`src/verilog/serdes_reset_pkg.sv`:
```
// package: constants and types for the device reset controller
package serdes_reset_pkg;
   localparam int unsigned CLK_PERIOD_NS    = 8;
   // outputs settle in fewer than this many reference clocks after release
   localparam int unsigned SETTLE_LIMIT_CYC = 16;
   // internal settle sequence length, kept below the limit
   localparam int unsigned SETTLE_CYC       = SETTLE_LIMIT_CYC - 4;
   localparam int unsigned CNT_W            = 4;
   localparam logic [CNT_W-1:0] SETTLE_LAST =
      CNT_W'(SETTLE_CYC - 1);
   localparam int unsigned CFG_W            = 8;
   localparam logic [CFG_W-1:0] SELFTEST_CFG_RST = 8'h00;
   localparam logic [CFG_W-1:0] OE_CFG_RST       = 8'h00;
   localparam logic [CFG_W-1:0] RX_CFG_RST       = 8'h00;
   localparam logic [CNT_W-1:0] CNT_RST          = 4'h0;

   typedef enum logic [1:0] {
      ST_RESET,
      ST_SETTLE,
      ST_RUN
   } seq_state_t;

   typedef struct packed {
      logic [CFG_W-1:0] selftest;
      logic [CFG_W-1:0] output_enable;
      logic [CFG_W-1:0] receive;
   } cfg_latches_t;
endpackage : serdes_reset_pkg

```
`src/verilog/serdes_device_reset_sync.sv`:
```
// device-wide reset control: sequencer, settle counter, configuration latches
// Operation
// - device reset low restores every state machine and counter
// - reset acts only when sampled low on a reference clock edge
// - release at first high sample; outputs settle within 16 cycles
// - reset clears self-test, output-enable and receive cfg latches
`timescale 1ns/1ps
`default_nettype none
module serdes_device_reset_sync
   import serdes_reset_pkg::*;
(
   input  wire logic             clk_sys_i,
   input  wire logic             rst_n_i,
   input  wire logic             device_reset_n_i,
   input  wire logic             selftest_cfg_latch_enable_i,
   input  wire logic             output_enable_cfg_latch_enable_i,
   input  wire logic             receive_cfg_latch_enable_i,
   input  wire logic [CFG_W-1:0] cfg_data_i,
   output logic                  core_reset_o,
   output logic                  outputs_valid_o,
   output cfg_latches_t          cfg_o
);

   ////////////////////////////////////////////////////////////////////////////
   seq_state_t       state;
   seq_state_t       next_state;
   logic [CNT_W-1:0] settle_cnt;
   logic [CNT_W-1:0] next_settle_cnt;
   cfg_latches_t     next_cfg;

   // clk_sys_i is the reference clock; pin level taken as synchronous
   wire dev_rst = ~device_reset_n_i | ~rst_n_i;
   wire settle_done = (settle_cnt == SETTLE_LAST);

   // sequencer state and settle counter rely on the host pulsing reset after power-up
   always_comb begin
      next_state      = state;
      next_settle_cnt = settle_cnt;
      unique case (state)
         ST_RESET: begin
            next_state      = ST_SETTLE;
            next_settle_cnt = CNT_RST;
         end
         ST_SETTLE: begin
            next_settle_cnt = settle_cnt + CNT_W'(1);
            if (settle_done) begin
               next_state = ST_RUN;
            end
         end
         ST_RUN: begin
            next_settle_cnt = CNT_RST;
         end
      endcase
   end

   always_comb begin
      next_cfg = cfg_o;
      if (selftest_cfg_latch_enable_i) begin
         next_cfg.selftest = cfg_data_i;
      end
      if (output_enable_cfg_latch_enable_i) begin
         next_cfg.output_enable = cfg_data_i;
      end
      if (receive_cfg_latch_enable_i) begin
         next_cfg.receive = cfg_data_i;
      end
   end

   ////////////////////////////////////////////////////////////////////////////
   always_ff @(posedge clk_sys_i) begin
      if (dev_rst) begin
         state      <= ST_RESET;
         settle_cnt <= CNT_RST;
      end else begin
         state      <= next_state;
         settle_cnt <= next_settle_cnt;
      end
   end

   always_ff @(posedge clk_sys_i) begin
      if (dev_rst) begin
         cfg_o.selftest      <= SELFTEST_CFG_RST;
         cfg_o.output_enable <= OE_CFG_RST;
         cfg_o.receive       <= RX_CFG_RST;
      end else begin
         cfg_o <= next_cfg;
      end
   end

   // registered so downstream logic sees glitch-free levels
   always_ff @(posedge clk_sys_i) begin
      if (dev_rst) begin
         core_reset_o    <= 1'b1;
         outputs_valid_o <= 1'b0;
      end else begin
         core_reset_o    <= (state == ST_RESET);
         outputs_valid_o <= (next_state == ST_RUN);
      end
   end

endmodule : serdes_device_reset_sync
`default_nettype wire

```
`config.mk`:
```
export PLATFORM = sky130hd
export DESIGN_NAME = serdes_device_reset_sync
export DESIGN_NICKNAME = d
export VERILOG_FILES = /design/src/verilog/serdes_reset_pkg.sv /design/src/verilog/serdes_device_reset_sync.sv
export SDC_FILE = /design/constraint.sdc
export NUM_CORES = 1
export LEC_CHECK = 0
export ABC_AREA = 1
export BUFFER_PORTS_ARGS = -buffer_cell sky130_fd_sc_hd__buf_2
export CORE_MARGIN = 5
export CORE_UTILIZATION = 40
export DETAILED_ROUTE_END_ITERATION = 8
export GPL_ROUTABILITY_DRIVEN = 0
export PLACE_DENSITY = 0.71
export SLEW_MARGIN = 20
export SYNTH_ARGS = -nofsm -noshare
export SYNTH_HDL_FRONTEND = slang
export SYNTH_SLANG_ARGS = --single-unit
```
`constraint.sdc`:
```
create_clock -name clk_sys_i -period 2.2 [get_ports clk_sys_i]
set_input_delay 0.11 -clock clk_sys_i [delete_from_list [all_inputs] [get_ports clk_sys_i]]
set_output_delay 0.11 -clock clk_sys_i [all_outputs]
set_load 0.01 [all_outputs]
```
==> results.cfg, run 1 <==
[logic_synthesis]
synth-seq-cells = 32
synth.avg_cell_area_um2 = 8.08
syn_inst = 142
synthArstFlopShare_pct = 0
syn_nets = 157
ys_seq_area_share_pct = 55.8
ys.flop_type = dfxtp_1
synth_enable_flop_cells = 0
synth_cell_types = 14
netlist_area_um2 = 1150
synth_warnings = 0

[cells_and_area]
nets = 198
final_cell_count_no_fill = 215
drive_above_1_share_pct = 29.3
fill_cells = 285
fin_util_pct = 51.1
areaGrowthSynthToFinish_pct = 22.8
ff_latch_area_um2 = 641
multi_input_area_um2 = 413
diodes = 0

[setup_path]
critPathRequiredTime_ns = 2.46
crit_path_start_kind = register
crit_fanout = 4
crit_type = reg2reg
cp.arrival_ns = 1.24
setup.worst_path.end_class = register

[clock_tree]
clock-sinks = 32
path_clk_slew_ns = 0.11
htree_levels = 2
cts.path.max_buffers = 2
clock_latency_ns = 0.32
cts_root_buf = clkbuf_4
postCtsSetupRepairBufs = 0
tritoncts = yes
numCtsBuffers = 5
cts_hold_buf = 0
post_cts_resized = 0

[sta]
fin_crit_sh_pct = 44.6
max-slew-margin-rel_pct = 67.4
rsz0062_at_grt = false
hold_violations = 0
max_freq_mhz = 1020
setup_viol = 0
min_period_ns = 0.982
totalNegativeSetupSlack_ns = 0
tightest_slew_ns = 0.488
skew_ns = 0.00164
maxSlewViolCount = 0

[global_routing]
grt_max_degree = 28
grt_pass1_vias = 991
gr-total-overflow = 0
grt_usage_pct = 13.6
antenna_found_initial = 0
grt_pass1_wl_um = 4360

[place]
dp.cells = 207
numPortBuffers = 39
dp.final_hpwl_um = 1950

[die]
fp.dieH_um = 63.6
start_util_pct = 41.6
fp.dieArea_um2 = 4040
fp-row-count = 19
die_w_um = 63.6
design.core.area_um2 = 2760
io_pins = 40

[routing]
vias = 1040
antenna_left = 0
drt_iter0_markers = 49
first_pass_iters = 4
routed_wirelength_um = 2550
vias_per_cell = 4.84
wl_per_cell_um = 11.8
drcViolationCount = 0

[power_and_ir_drop]
powerDensity_nw_per_um2 = 797
ir_drop_mv = 0.523
p_leak_nw = 0.668

[worst_hold_path]
hp-class = in2reg

[run_status]
status = completed

[job]
drv_cap = 0
## per-layer routing
layer	GRT usage, %	share of wire (%)
met1	15.0	42
met2	22.7	48
met3	6.75	9.0
met4	3.90	0.98
met5	0	0
## critical path, cell delays in order, from the launching register on
cell and delay (ns):
dfxtp_1 0.34, ha_1 0.22, or2_1 0.25, a21oi_2 0.11
## synth_stat cells (2+ instances only)
| cell | count | area, um2 |
|---|---|---|
| nand2_1 | 54 | 203 |
| dfxtp_1 | 32 | 641 |
| a21oi_1 | 26 | 130 |
| inv_1 | 7 | 26.3 |
| nor2_1 | 5 | 18.8 |
| buf_6 | 4 | 45.0 |
| inv_2 | 4 | 15.0 |
| nand3_1 | 3 | 15.0 |
| nand2_2 | 2 | 12.5 |
## area by class of cell
cell class	count	area share [%]
repair buffers	39	13.9
inverters	11	2.93
clock buffers	5	2.66
clock inverters	3	3.02
multi-input cells	94	29.3
well taps	31	2.75
flip-flops and latches	32	45.5
## where the power goes
part           switching (W)  internal [W]   total, W
registers         0.00000852      0.000595   0.000603
logic              0.0000538     0.0000307  0.0000845
clock network       0.000198      0.000237   0.000435
total               0.000260      0.000862    0.00112
## cell usage in the layout (no fill, tap or decap)
cell type / netlist / layout
bufinv_16: 0 / 1
nand4_1: 1 / 1
clkbuf_4: 0 / 5
or2_1: 1 / 1
a21oi_1: 26 / 26
inv_2: 4 / 4
nand2_2: 2 / 2
clkinvlp_4: 0 / 1
inv_1: 7 / 7
nand3_1: 3 / 3
nor2_1: 5 / 5
dfxtp_1: 32 / 32
clkinv_2: 0 / 1
a21oi_2: 1 / 1
buf_2: 0 / 39
nand2_1: 54 / 54
ha_1: 1 / 1
## stage by stage
stage               hold WS, ns  setup WS (ns)  cell area, um2  power, W
global placement          0.387           1.27            1330  0.000699
detailed placement        0.391           1.24            1330  0.000702
finish                   0.0312           1.22            1410   0.00112
global route             0.0177           1.14            1410   0.00119
CTS                      0.0225           1.21            1410   0.00114
floorplan                 0.248           1.29            1150  0.000670
## state kept, by name, summed over array words and instances, names as in the netlist
name and cells:
outputs_valid_o 1, core_reset_o 1, state 2, cfg_o 24
settle_cnt 4
## final timing paths
kind	from	to	slack, ns	cells past startpoint
worst min-delay path	cfg_data_i[6]	cfg_o[14]	0.03	3
worst min register to register	cfg_o[14]	cfg_o[14]	0.46	2
worst max register to register	settle_cnt[0]	settle_cnt[2]	1.22	3
worst max-delay path	settle_cnt[0]	settle_cnt[2]	1.22	3
## kinds of logic (layout without fill, tap and decap cells)
family	Yosys count	in the layout	synth area share (%)
flops	32	32	55.8
buf+inv	16	58	8.18
compound gates	27	27	12.1
simple gates	66	66	22.8
fa+ha+maj	1	1	1.09
No activity file was read; power rests on OpenSTA's default activity.
==> run 2: changes to the inputs <==
==> constraint.sdc (replaced) <==
create_clock -name clk_sys_i -period 1 [get_ports clk_sys_i]
set_input_delay 0.05 -clock clk_sys_i [delete_from_list [all_inputs] [get_ports clk_sys_i]]
set_output_delay 0.05 -clock clk_sys_i [all_outputs]
set_load 0.01 [all_outputs]
==> results.cfg, run 2 (synthesized netlist as in run 1, its figures left out) <==
[worst_hold_path]
hp-class = in2reg

[setup_path]
setup.worst_path.end_class = register
crit_type = reg2reg
worstSetupStartpoint = settle_cnt[0]
crit_fanout = 4
reg2reg_from = settle_cnt[0]
reg2reg_depth = 5
critPathRequiredTime_ns = 1.26
endpoint = outputs_valid_o
cp.arrival_ns = 1.20
reg2reg_to = outputs_valid_o
crit_path_start_kind = register
regToRegSetupSlack_ns = 0.06

[power_and_ir_drop]
ir_drop_mv = 1.30
powerDensity_nw_per_um2 = 1540
power_w = 0.00231
p_leak_nw = 0.705

[clock_tree]
tritoncts = yes
cts_root_buf = clkbuf_4
clock-sinks = 32
numCtsBuffers = 5
clock_latency_ns = 0.32
htree_levels = 2
cts.path.max_buffers = 2
path_clk_slew_ns = 0.10

[global_routing]
grt_usage_pct = 15.0
grt_pass1_wl_um = 4800
gr-total-overflow = 0
grt_pass1_vias = 1060
antenna_found_initial = 0
grt_max_degree = 25

[sta]
max-slew-margin-rel_pct = 88.9
skew_ns = 0.00668
setup_viol = 0
fin_crit_sh_pct = 94.1
totalNegativeSetupSlack_ns = 0
max_freq_mhz = 1060
rsz0062_at_grt = false
tightest_slew_ns = 0.167
hold_violations = 0
setup_ws_ns = 0.0588
maxSlewViolCount = 0
min_period_ns = 0.941

[cells_and_area]
largest_register_ffs = 24
areaGrowthSynthToFinish_pct = 31.4
drive_above_1_share_pct = 30.6
diodes = 0
reg_top3 = cfg_o (24), settle_cnt (4), state (2)
final_common_cell = nand2_1
top_register = cfg_o
final_area_um2 = 1510
final_cell_count_no_fill = 224
mostFrequentLayoutCells = nand2_1, buf_2, dfxtp_1, a21oi_1, dlygate4sd3_1
nets = 207

[place]
dp.final_hpwl_um = 2090
placed_area_um2 = 1350
place_ws_ns = 0.0281
numPortBuffers = 39
dp.cells = 208

[die]
fp-row-count = 19
start_util_pct = 41.6
io_pins = 40
fp.dieH_um = 63.6
fp.dieArea_um2 = 4040
design.core.area_um2 = 2760
die_w_um = 63.6

[routing]
vias = 1071
first_pass_iters = 4
routed_wirelength_um = 2900
drcViolationCount = 0
wl_per_cell_um = 13.0
drt_iter0_markers = 47
vias_per_cell = 4.78
antenna_left = 0

[run_status]
status = completed

[job]
drv_cap = 0
-- run 2: repair_timing --
action,in CTS,in global routing
setup endpoints to repair,1,3
pin swaps,0,1
buffers inserted,0,0
hold buffers,8,0
endpoints found under the hold margin,16,0
resized for setup,1,4
-- run 2: layout make-up --
cell class | count | area (um2)
clock buffers | 6 | 51.3
clock inverters | 2 | 10.0
fillers | 265 | 1250
inverters | 11 | 41.3
multi-input cells | 94 | 428
flip-flops and latches | 32 | 643
well taps | 31 | 38.8
repair buffers | 48 | 295
-- run 2: metrics by stage --
| stage | util [%] | hold WS, ns |
|---|---|---|
| finish | 54.7 | 0.0419 |
| global route | 54.7 | 0.0285 |
| CTS | 54.1 | 0.0299 |
| detailed placement | 48.9 | 0.339 |
| global placement | 48.9 | 0.329 |
| floorplan | - | 0.188 |
-- run 2: critical path: stages, from the launching register on --
cell and delay [ns]:
dfxtp_2 0.39, ha_4 0.15, nand3_1 0.09, nand2_2 0.08, nand2_1 0.05, nor2_1 0.12
-- run 2: where the power goes --
group / internal, W / switching, W / total, W
logic: 0.0000959 / 0.000127 / 0.000223
clock network: 0.000334 / 0.000430 / 0.000764
registers: 0.00131 / 0.0000191 / 0.00133
-- run 2: worst min path at each step --
stage | from | to | slack (ns) | depth (start not counted)
after detailed placement | cfg_data_i[6] | cfg_o[14] | 0.34 | 3
after global routing | device_reset_n_i | state[0] | 0.03 | 3
after global placement | cfg_data_i[6] | cfg_o[14] | 0.33 | 3
after floorplan | cfg_data_i[2] | cfg_o[18] | 0.19 | 2
after CTS | receive_cfg_latch_enable_i | cfg_o[7] | 0.03 | 3
final | device_reset_n_i | state[0] | 0.04 | 3
-- run 2: layer usage --
metal  global-route usage [%]  vias to the layer above  share of wire (%)
met3                     4.97                        6                6.4
met2                     26.1                       28                 53
met5                        0                        -                  0
met4                     7.79                        0                1.5
met1                     15.7                      491                 39
li1                         -                      546                  -
